`config.mk`:
```
export PLATFORM = sky130hd
export DESIGN_NAME = add_and_bit_ops_exec
export DESIGN_NICKNAME = d
export VERILOG_FILES = /design/src/include/exec_pkg.sv /design/src/alu_core.sv /design/src/add_and_bit_ops_exec.sv
export VERILOG_INCLUDE_DIRS = /design/src /design/src/include
export SDC_FILE = /design/constraint.sdc
export NUM_CORES = 1
export LEC_CHECK = 0
export BUFFER_PORTS_ARGS = -buffer_cell sky130_fd_sc_hd__buf_2
export CAP_MARGIN = 20
export CORE_MARGIN = 2
export CORE_UTILIZATION = 55
export CTS_CLUSTER_DIAMETER = 40
export CTS_CLUSTER_SIZE = 14
export DETAILED_ROUTE_END_ITERATION = 6
export GPL_TIMING_DRIVEN = 0
export PLACE_DENSITY = 0.83
export SLEW_MARGIN = 20
export SYNTH_ARGS = -nofsm -noshare
export SYNTH_HDL_FRONTEND = slang
export SYNTH_SLANG_ARGS = --single-unit
```
`constraint.sdc`:
```
create_clock -name ref_clk -period 5.7 [get_ports ref_clk]
set_input_delay 0.285 -clock ref_clk [delete_from_list [all_inputs] [get_ports ref_clk]]
set_output_delay 0.285 -clock ref_clk [all_outputs]
set_load 0.05 [all_outputs]
```
`src/include/exec_map.svh`:
```
// constants for the add and bit-operation execution datapath
`ifndef EXEC_MAP_SVH
`define EXEC_MAP_SVH

// destination select codes
`define DEST_ACC 1'h0
`define DEST_REG 1'h1

// reset values of the accumulator and status flags
`define ACC_RESET 8'h00
`define FLAG_RESET 1'h0

// half-carry is the carry out of this bit position
`define HALF_BIT 3

// timing: one clock per instruction period, a taken skip lasts two periods
`define CLK_PERIOD_NS 100
`define INSTR_PERIOD_NS 100
`define INSTR_CYCLES (`INSTR_PERIOD_NS / `CLK_PERIOD_NS)
`define SKIP_PERIODS 2
`define SKIP_CYCLES (`SKIP_PERIODS * `INSTR_CYCLES)

`endif

```
`src/include/exec_pkg.sv`:
```
// types shared by the execution datapath
package exec_pkg;

    // operation presented by the decoder
    typedef enum logic [3:0] {
        idle_op,
        add_immediate,
        add_register,
        and_immediate,
        and_register,
        bit_clear_op,
        bit_set_op,
        skip_if_bit_one,
        skip_if_bit_zero
    } op_t;

    // sequencing state of the executor
    typedef enum logic {
        run_st,
        squash_st
    } exec_state_t;

endpackage

```
`src/alu_core.sv`:
```
// combinational adder, and-unit and bit modifier
`timescale 1ns/1ns
`include "exec_map.svh"

module alu_core #(
    parameter int DATA_W = 8
) (
    input wire exec_pkg::op_t op_code,
    input wire logic [DATA_W-1:0] acc,
    input wire logic [DATA_W-1:0] operand,
    input wire logic [2:0] bit_idx,
    output logic [DATA_W-1:0] result,
    output logic carry_out,
    output logic half_out,
    output logic zero_out
);

    logic [DATA_W:0] sum_full;
    logic [`HALF_BIT+1:0] sum_low;
    logic [DATA_W-1:0] bit_mask;

    // one-hot mask of the selected bit
    genvar gi;
    generate
        for (gi = 0; gi < DATA_W; gi = gi + 1)
        begin : g_mask
            assign bit_mask[gi] = (bit_idx == 3'(gi));
        end
    endgenerate

    // carry out of the top bit and out of the low nibble
    assign sum_full = {1'h0, acc} + {1'h0, operand};
    assign sum_low = {1'h0, acc[`HALF_BIT:0]} + {1'h0, operand[`HALF_BIT:0]};
    assign carry_out = sum_full[DATA_W];
    assign half_out = sum_low[`HALF_BIT+1];

    // result selection by operation
    always_comb
    begin
        case (op_code)
            exec_pkg::add_immediate, exec_pkg::add_register: result = sum_full[DATA_W-1:0];
            exec_pkg::and_immediate, exec_pkg::and_register: result = acc & operand;
            exec_pkg::bit_clear_op: result = operand & ~bit_mask;
            exec_pkg::bit_set_op: result = operand | bit_mask;
            default: result = operand;
        endcase
    end

    assign zero_out = (result == '0);

endmodule

```
`src/add_and_bit_ops_exec.sv`:
```
// executor for add, and, bit clear/set and bit-test-skip operations
`timescale 1ns/1ns
`include "exec_map.svh"

// Behaviour
// - add immediate into accumulator, update all flags
// - add register, route result, update all flags
// - destination 0 accumulator, 1 register
// - and immediate into accumulator, zero flag only
// - and register to destination, zero flag only
// - bit clear in register, flags untouched
// - bit set in register, flags untouched
// - skip next when bit one, two periods
// - skip next when bit zero, two periods
// - port operands read from pin levels
module add_and_bit_ops_exec #(
    parameter int DATA_W = 8,
    parameter int ADDR_W = 7
) (
    input wire logic ref_clk,
    input wire logic reset,
    input wire logic op_valid,
    input wire exec_pkg::op_t op_code,
    input wire logic [DATA_W-1:0] literal,
    input wire logic [ADDR_W-1:0] reg_addr,
    input wire logic dest_sel,
    input wire logic [2:0] bit_idx,
    input wire logic [DATA_W-1:0] reg_rdata,
    input wire logic reg_is_port,
    input wire logic [DATA_W-1:0] pin_level,
    output logic [DATA_W-1:0] acc_ff,
    output logic carry_ff,
    output logic half_sum_overflow_ff,
    output logic zero_ff,
    output logic reg_wr_en_ff,
    output logic [ADDR_W-1:0] reg_wr_addr_ff,
    output logic [DATA_W-1:0] reg_wr_data_ff,
    output logic squash_ff,
    output logic op_done_ff
);

    //--------------------------------------------------------------
    // declarations
    //--------------------------------------------------------------
    exec_pkg::exec_state_t state_ff;
    logic [DATA_W-1:0] pin_meta_ff, pin_sync_ff, pin_chk_ff, pin_stable_ff;
    logic [DATA_W-1:0] operand, reg_value, alu_result;
    logic alu_carry, alu_half, alu_zero, exec, tested_bit, skip_taken;
    logic is_imm, is_reg_alu, is_bit_op, to_acc, to_reg, is_add;

    //--------------------------------------------------------------
    // pin synchroniser
    //--------------------------------------------------------------
    // three stages; a pin change counts once stages two and three agree
    always_ff @(posedge ref_clk)
    begin
        pin_meta_ff <= pin_level;
        pin_sync_ff <= pin_meta_ff;
        pin_chk_ff <= pin_sync_ff;
    end

    // per-bit acceptance of agreed levels
    genvar gb;
    generate
        for (gb = 0; gb < DATA_W; gb = gb + 1)
        begin : g_pin
            always_ff @(posedge ref_clk)
            begin
                if (reset)
                    pin_stable_ff[gb] <= 1'h0;
                else if (pin_sync_ff[gb] == pin_chk_ff[gb])
                    pin_stable_ff[gb] <= pin_chk_ff[gb];
            end
        end
    endgenerate

    //--------------------------------------------------------------
    // operand fetch and decode
    //--------------------------------------------------------------
    // forward a pending write-back so the next op sees it
    assign reg_value = (reg_wr_en_ff && reg_wr_addr_ff == reg_addr) ? reg_wr_data_ff : reg_rdata;
    // port registers read the pins, not the latch
    assign operand = (op_code == exec_pkg::add_immediate || op_code == exec_pkg::and_immediate) ? literal
                   : (reg_is_port ? pin_stable_ff : reg_value);

    assign exec = op_valid && (state_ff == exec_pkg::run_st);
    assign is_imm = (op_code == exec_pkg::add_immediate) || (op_code == exec_pkg::and_immediate);
    assign is_reg_alu = (op_code == exec_pkg::add_register) || (op_code == exec_pkg::and_register);
    assign is_bit_op = (op_code == exec_pkg::bit_clear_op) || (op_code == exec_pkg::bit_set_op);
    assign is_add = (op_code == exec_pkg::add_immediate) || (op_code == exec_pkg::add_register);
    assign to_acc = exec && (is_imm || (is_reg_alu && dest_sel == `DEST_ACC));
    assign to_reg = exec && ((is_reg_alu && dest_sel == `DEST_REG) || is_bit_op);
    assign tested_bit = operand[bit_idx];
    assign skip_taken = exec && ((op_code == exec_pkg::skip_if_bit_one && tested_bit)
                      || (op_code == exec_pkg::skip_if_bit_zero && !tested_bit));

    alu_core #(
        .DATA_W(DATA_W)
    ) u_alu (
        .op_code(op_code),
        .acc(acc_ff),
        .operand(operand),
        .bit_idx(bit_idx),
        .result(alu_result),
        .carry_out(alu_carry),
        .half_out(alu_half),
        .zero_out(alu_zero)
    );

    //--------------------------------------------------------------
    // sequencing
    //--------------------------------------------------------------
    // a taken skip squashes the next presented instruction
    always_ff @(posedge ref_clk)
    begin
        if (reset)
        begin
            state_ff <= exec_pkg::run_st;
            squash_ff <= 1'h0;
        end
        else
        begin
            case (state_ff)
                exec_pkg::run_st:
                begin
                    if (skip_taken)
                    begin
                        state_ff <= exec_pkg::squash_st;
                        squash_ff <= 1'h1;
                    end
                end
                exec_pkg::squash_st:
                begin
                    if (op_valid)
                    begin
                        state_ff <= exec_pkg::run_st; // discarded slot executes nothing, op_done_ff stays low
                        squash_ff <= 1'h0;
                    end
                end
                default:
                begin
                    state_ff <= exec_pkg::run_st;
                    squash_ff <= 1'h0;
                end
            endcase
        end
    end

    // completion pulse for every executed, unsquashed op
    always_ff @(posedge ref_clk)
    begin
        if (reset)
            op_done_ff <= 1'h0;
        else
            op_done_ff <= exec;
    end

    //--------------------------------------------------------------
    // accumulator and status flags
    //--------------------------------------------------------------
    always_ff @(posedge ref_clk)
    begin
        if (reset)
            acc_ff <= `ACC_RESET;
        else if (to_acc)
            acc_ff <= alu_result;
    end

    // only add touches carry and half carry; add and and touch zero
    always_ff @(posedge ref_clk)
    begin
        if (reset)
        begin
            carry_ff <= `FLAG_RESET;
            half_sum_overflow_ff <= `FLAG_RESET;
            zero_ff <= `FLAG_RESET;
        end
        else if (exec && (is_imm || is_reg_alu))
        begin
            if (is_add)
            begin
                carry_ff <= alu_carry;
                half_sum_overflow_ff <= alu_half;
            end
            zero_ff <= alu_zero;
        end
    end

    //--------------------------------------------------------------
    // register write-back
    //--------------------------------------------------------------
    always_ff @(posedge ref_clk)
    begin
        if (reset)
        begin
            reg_wr_en_ff <= 1'h0;
            reg_wr_addr_ff <= '0;
            reg_wr_data_ff <= '0;
        end
        else
        begin
            reg_wr_en_ff <= to_reg;
            if (to_reg)
            begin
                reg_wr_addr_ff <= reg_addr;
                reg_wr_data_ff <= alu_result;
            end
        end
    end

    //--------------------------------------------------------------
    // assertions
    //--------------------------------------------------------------
    logic [DATA_W:0] chk_sum;
    assign chk_sum = {1'h0, acc_ff} + {1'h0, operand};
endmodule

```
==> results of run 1 <==
layout make-up:
| cell class | instances | area share |
|---|---|---|
| Buffer | 20 | 0.02795 |
| Timing Repair Buffer | 66 | 0.08889 |
| Tap cell | 72 | 0.02424 |
| Clock inverter | 6 | 0.01010 |
| Sequential cell | 62 | 0.3340 |
| Multi-Input combinational cell | 268 | 0.4663 |
| Inverter | 14 | 0.01414 |
| Clock buffer | 10 | 0.03434 |
power by group through the flow:
stage	registers (mW)	logic (mW)	clock network (mW)
finish	0.469	0.207	0.335
global route	0.472	0.224	0.359
CTS	0.469	0.203	0.341
detailed placement	0.479	0.202	0
global placement	0.477	0.199	0
floorplan	0.504	0.115	0
synth_stat cells, types with 5 or more instances:
master,count,area [um2]
a222oi_1,5,50.05
o21ai_0,27,135.1
nor2_1,39,146.4
mux2i_1,9,90.09
a21oi_1,37,185.2
a21o_1,6,45.04
ha_1,8,100.1
nand2_1,27,101.4
nand3_1,14,70.07
a211oi_1,18,135.1
xnor2_1,8,70.07
nor3_1,7,35.03
buf_2,5,25.02
clkbuf_1,9,33.78
o21ai_1,5,25.02
dfxtp_1,62,1241
inv_1,14,52.55
registers in the layout, summed over array words and instances, names as in the netlist:
register / flops
squash_ff: 1
pin_meta_ff: 8
pin_stable_ff: 8
reg_wr_data_ff: 8
pin_chk_ff: 8
op_done_ff: 1
reg_wr_en_ff: 1
zero_ff: 1
half_sum_overflow_ff: 1
pin_sync_ff: 8
reg_wr_addr_ff: 7
state_ff: 1
carry_ff: 1
acc_ff: 8
routing by layer:
| layer | vias up | GRT usage |
|---|---|---|
| met4 | 0 | 0.1259 |
| li1 | 1479 | - |
| met1 | 1440 | 0.3706 |
| met3 | 19 | 0.08032 |
| met5 | - | 0 |
| met2 | 127 | 0.4697 |
through the flow:
| step | power, mW | std cells | hold WS (ns) | area (um2) | worst slack [ns] |
|---|---|---|---|---|---|
| floorplan | 0.6185 | 364 | 0.3096 | 3131 | 2.310 |
| global placement | 0.6761 | 502 | 0.3101 | 3551 | 1.839 |
| detailed placement | 0.6808 | 502 | 0.3132 | 3551 | 1.745 |
| CTS | 1.014 | 518 | 0.02432 | 3716 | 1.786 |
| global route | 1.055 | 518 | 0.02187 | 3716 | 1.436 |
| finish | 1.012 | 518 | 0.03447 | 3716 | 1.658 |
cell families after synthesis:
group / after synthesis / share of synthesized area
compound gates: 128 / 0.2642
fa+ha+maj: 9 / 0.03837
buf+inv: 34 / 0.04996
mux: 9 / 0.02878
simple gates: 108 / 0.1735
flops: 62 / 0.3965
xor+xnor: 14 / 0.04876
worst max-delay path, delay by kind of cell, from the launching register on:
family	cells	cell delay (ns)
AOI/OAI and AO/OA	5	1.69
and+or+nand+nor	4	0.90
adders and majority gates	2	0.66
xor gates and xnor gates	2	0.35
DFF	1	0.34
buffers and inverters	1	0.06
path summary, 6_finish.rpt:
path,end,slack (ns),from
min,pin_meta_ff[6],0.03,pin_level[6]
min reg2reg,pin_sync_ff[4],0.33,pin_meta_ff[4]
max reg2reg,zero_ff,1.66,reg_wr_addr_ff[2]
max,zero_ff,1.66,reg_wr_addr_ff[2]
cells in the final DEF, fill, tap and decap left out, types with 2 or more instances in the layout:
cell	synthesis	layout
a21boi_0	3	3
a21o_1	6	6
a222oi_1	5	5
and3_1	2	2
xor2_1	2	2
nor3_1	7	7
mux2i_1	9	9
xnor2_2	4	4
inv_1	14	14
o21ai_1	5	5
clkinv_2	0	4
buf_2	5	71
nor2_1	39	39
and4_1	2	2
o31a_1	4	4
a31oi_1	3	3
buf_4	3	3
nand2_1	27	27
ha_1	8	8
a211oi_1	18	18
nor3_2	2	2
o21a_1	3	3
a21oi_1	37	37
nand2b_1	3	3
nand4_2	2	2
clkbuf_8	0	9
a22o_1	2	2
a221oi_1	2	2
clkbuf_1	9	10
xnor2_1	8	8
nand3_1	14	14
dfxtp_1	62	62
o21ai_0	27	27
==> qor.yml, run 1 <==
status:
  status: "finished, final reports clean"
clock_network:
  cts_hold_buf: 0
  clock_sink_count: 62
  cts_made_buffers: 9
  htreeDepth: 3
  cts_tree: "done"
  cts_root_buf: "clkbuf_8"
  clockBufferDepth: 2
  cts.clk_slew.worst_paths_ns: 0.08
  cts_resized: 0
  clock_latency_ns: 0.34
  cts_setup_buffers: 0
sta:
  period_share: 0.7091
  rsz0062_at_grt: "no"
  setup_violations: 0
  worst_slew_pin_slew_ns: 0.9166
  slew_headroom: 0.3890
  slew_violations: 0
  hold_viol: 0
  max_freq_ghz: 0.2474
  fin_skew_ns: 0.01074
  setup_tns_ns: 0
  period_minus_slack_ns: 4.042
synthesis:
  synth_edf_count: 0
  netlist_area_um2: 3131
  synth_ff_type: "dfxtp_1"
  yosysWarnings: 0
  synth_seq_cells: 62
  async_flop_share: 0
  yosysUniqueCellTypes: 58
  syn_inst: 364
  postSynthNetCount: 416
  avgSynthCellArea_um2: 8.600
  yosysSeqAreaShare: 0.3965
detailed_routing:
  vias: 3065
  first_pass_iters: 5
  routed_wl_um: 8792
  wl_per_cell_um: 16.97
  via_per_inst: 5.917
  wl_met1_um: 3838
  met2_length_um: 4164
  top_layer: "met4"
  ant_nets: 0
  drt_iter0_markers: 275
  drc: 0
  wl_met3_um: 598
floorplan:
  io_pins: 72
  start_util: 0.5685
  dieHeight_um: 79.45
  dieArea_um2: 6312
  core_region_area_um2: 5507
  die_w_um: 79.45
  core.rowCount: 27
job:
  maxCapViolCount: 0
layout:
  antenna_cells: 0
  syn_to_final_growth_pct: 18.70
  regArea_um2: 1241
  fillCellCount: 463
  multi_input_area_um2: 1733
  fin_nets: 493
  drive_gt1_frac: 0.2422
  final_util: 0.6748
pwr:
  cellPowerDensity_nw_per_um2: 272.3
  switching_share: 0.3247
  pwr-share-clk: 0.331
  p_leak_nw: 1.591
  p_int_uw: 683.3
  p_sw_uw: 328.6
  vdd_ir_drop_max_uv: 245.0
  power_frac_comb: 0.205
  p_seq_frac: 0.464
min_path:
  hold_depth: 1
  hold_path.class: "in2reg"
worst_setup_path:
  cp_slowest_cell: "a222oi_1"
  crit_arrival_ns: 4.34
  crit_path_end_kind: "flip-flop"
  cp_max_fo: 10
  critical_path_class: "reg2reg"
  path_cells: "xnor2_1 -> nand4_2 -> o31a_1 -> a21oi_1 -> ha_1 -> inv_1 -> fa_1 -> nor2b_1 -> o21ai_0 -> nand2b_1 -> xor2_1 -> a222oi_1 -> nor4b_2 -> a21o_1"
  reg2regPathDepth: 14
  max_stage_delay_ns: 0.77
  worstPathRequired_ns: 6.00
  critPathLaunchType: "flip-flop"
global_route:
  grt_pass1_vias: 2818
  gr-total-overflow: 0
  grt_max_degree: 12
  grt_util_all_layers: 0.2935
  antenna_found_initial: 0
  grt_pass1_wl_um: 14010
placed_design:
  gp_congestion: 0.9807
  port_buffers: 66
  hpwl_um: 6616
(Power assumes the default switching activity.)
==> run 2, diff against run 1 <==
Settings changed: ABC_AREA from default to 1, CORE_UTILIZATION 55 to 49, PLACE_DENSITY 0.83 to 0.78.
Clock period 5.7 ns to 3.46 ns, I/O delays scaled along.
==> run 2 against run 1 <==
  * Final cell count rose by 26%
  * Setup slack worse by 1.4 ns
  * Via count increased by 8.3%
  * Power up 66%
  * Sequential share of layout area shrank 2.6 points
  * Die area rose by 16%
  * First-iteration DRC count decreased by 34%
  * Wire length fell by 4.7%
  * Critical endpoint unchanged
  * Largest cell class unchanged
==> qor.yml, run 2 <==
sta:
  setup_tns_ns: 0
  period_minus_slack_ns: 3.213
  period_share: 0.9285
  slew_headroom: 0.6360
  setup_violations: 0
  slew_violations: 0
  rsz0062_at_grt: "no"
  max_freq_ghz: 0.3113
  worst_slew_pin_slew_ns: 0.5441
  hold_viol: 0
  fin_skew_ns: 0.009125
global_route:
  gr-total-overflow: 0
  grt_util_all_layers: 0.2304
  grt_pass1_vias: 2968
  grt_pass1_wl_um: 13330
  antenna_found_initial: 0
  grt_max_degree: 12
detailed_routing:
  first_pass_iters: 4
  wl_per_cell_um: 12.79
  ant_nets: 0
  vias: 3318
  drt_iter0_markers: 182
  via_per_inst: 5.066
  drc: 0
  routed_wl_um: 8376
worst_setup_path:
  path_common_cell: "nand2_1"
  crit_arrival_ns: 3.49
  cp_max_fo: 10
  max_stage_delay_ns: 0.37
  reg2regPathDepth: 26
  critPathLaunchType: "flip-flop"
  cp.depth: 26
  crit_buf_inv: 3
  worstPathRequired_ns: 3.74
  crit_family: "simple AND/OR/NAND/NOR gates"
  crit_path_end_kind: "flip-flop"
  cp_slowest_cell: "dfxtp_1"
  critical_path_class: "reg2reg"
layout:
  final_util: 0.6313
  fillCellCount: 622
  fin_area_um2: 4031
  layout.cells.non_filler: 655
  fin_nets: 625
  final_common_cell: "nand2_1"
  layout_common_cells: "nand2_1, inv_1, buf_2"
  antenna_cells: 0
  syn_to_final_growth_pct: 23.78
  drive_gt1_frac: 0.2215
clock_network:
  cts_made_buffers: 9
  clock_sink_count: 62
  htreeDepth: 3
  clockBufferDepth: 2
  clock_latency_ns: 0.35
  cts_tree: "done"
  cts.clk_slew.worst_paths_ns: 0.07
  cts_root_buf: "clkbuf_8"
job:
  maxCapViolCount: 0
synthesis:
  synth_top_family_by_area: "simple AND/OR/NAND/NOR gates"
  yosysUniqueCellTypes: 37
  synth.area.top_cells: "dfxtp_1, nand2_1, inv_1, nor2_1, a21oi_1"
  async_flop_share: 0
  synth_area_leader_cell: "dfxtp_1"
  synth_fa_ha_area_frac: 0.03688
  synth-simple-area-share: 0.3008
  synthTopCellsByCount: "nand2_1, inv_1, dfxtp_1"
  avgSynthCellArea_um2: 6.799
  synth_xor_area_frac: 0
  yosys.area.top_type_share: 0.3811
  synth_edf_count: 0
  netlist_area_um2: 3257
  yosysSeqAreaShare: 0.3811
  postSynthNetCount: 531
  synth_compound_area_frac: 0.1690
  synth_seq_cells: 62
  synth_ff_type: "dfxtp_1"
  syn_inst: 479
  yosysWarnings: 0
  synth.mux.area_fraction: 0
  yosysMostFrequentCell: "nand2_1"
floorplan:
  core_region_area_um2: 6386
  dieHeight_um: 85.53
  dieArea_um2: 7315
  start_util: 0.5100
  die_w_um: 85.53
  io_pins: 72
  core.rowCount: 29
pwr:
  switching_share: 0.3115
  p_int_mw: 1.157
  power_frac_comb: 0.197
  pwr-share-clk: 0.344
  finalPower_mw: 1.680
  p_seq_frac: 0.460
  p_leak_nw: 2.082
  cellPowerDensity_nw_per_um2: 416.7
  p_sw_uw: 523.4
  vdd_ir_drop_max_uv: 303.5
placed_design:
  place_inst: 627
  port_buffers: 71
  gp_congestion: 0.9441
  post_dp_cell_area_um2: 3709
  hpwl_um: 6460
min_path:
  hold_depth: 3
  hold_path.class: "in2reg"
status:
  status: "finished, final reports clean"
-- run 2: timing repair --
item / CTS / global route
resized for setup: 0 / 9
endpoints found under the setup margin: 0 / 3
endpoints found under the hold margin: 8 / 0
buffers inserted: 0 / 4
hold buffers: 8 / 0
-- run 2: routing by layer --
metal  GRT usage  wire length (um)  up-vias
li1            -                 -     1712
met1      0.3009              3829     1494
met2      0.3814              3936      102
met3     0.05390               521       10
met4     0.06638                89        0
met5           0                 0        -
-- run 2: cell families (layout without fill, tap and decap cells) --
logic type	after synthesis	count (layout)
and+or+nand+nor	222	222
AOI/OAI and AO/OA	97	97
buffers and inverters	89	188
DFF	62	62
adders and majority gates	9	9
-- run 2: layout make-up --
| cell class | count | area (um2) | area share |
|---|---|---|---|
| tap | 77 | 96.34 | 0.02390 |
| sequential | 62 | 1241 | 0.3079 |
| inverter | 80 | 300.3 | 0.07449 |
| clock inverter | 5 | 33.78 | 0.008380 |
| clock buffer | 11 | 151.4 | 0.03755 |
| buffer | 9 | 65.06 | 0.01614 |
| multi-input combinational | 328 | 1678 | 0.4162 |
| timing repair buffer | 83 | 465.4 | 0.1155 |
-- run 2: power groups by stage --
stage | combinational (mW) | clock [mW] | sequential (mW)
final | 0.330 | 0.577 | 0.772
after global routing | 0.365 | 0.626 | 0.776
after CTS | 0.322 | 0.592 | 0.772
after detailed placement | 0.314 | 0 | 0.788
after global placement | 0.308 | 0 | 0.787
after floorplan | 0.171 | 0 | 0.836
-- run 2: stage by stage --
stage,hold slack [ns],setup slack (ns)
final,0.1196,0.2474
after floorplan,0.2007,0.2092
after detailed placement,0.2766,0.1895
after global routing,0.1292,0.03340
after global placement,0.2757,0.2193
after CTS,0.1014,0.1526
-- run 2: path summary, 6_finish.rpt --
kind	startpoint	to	slack [ns]
worst max-delay path	reg_wr_addr_ff[1]	zero_ff	0.25
worst min-delay path	op_valid	op_done_ff	0.12
worst max register to register	reg_wr_addr_ff[1]	zero_ff	0.25
worst min register to register	pin_meta_ff[1]	pin_sync_ff[1]	0.32
-- run 2: worst reg2reg max path, stage by stage, from the launching register on --
cell,delay [ns]
dfxtp_1,0.37
nand2_1,0.08
nand2_1,0.06
inv_1,0.03
nand2_1,0.09
nor2_4,0.07
buf_4,0.15
nand2_8,0.09
nand2_1,0.06
nand3_1,0.06
nand2_1,0.06
nand2_2,0.10
ha_2,0.20
inv_1,0.05
fa_2,0.34
nor2_2,0.12
o21ai_1,0.09
nand2_1,0.09
nand2_1,0.07
nand2_1,0.10
a21oi_1,0.08
or2_2,0.29
nand3_1,0.09
nand3_2,0.09
nor2_1,0.12
nand3b_1,0.09
a21oi_2,0.11
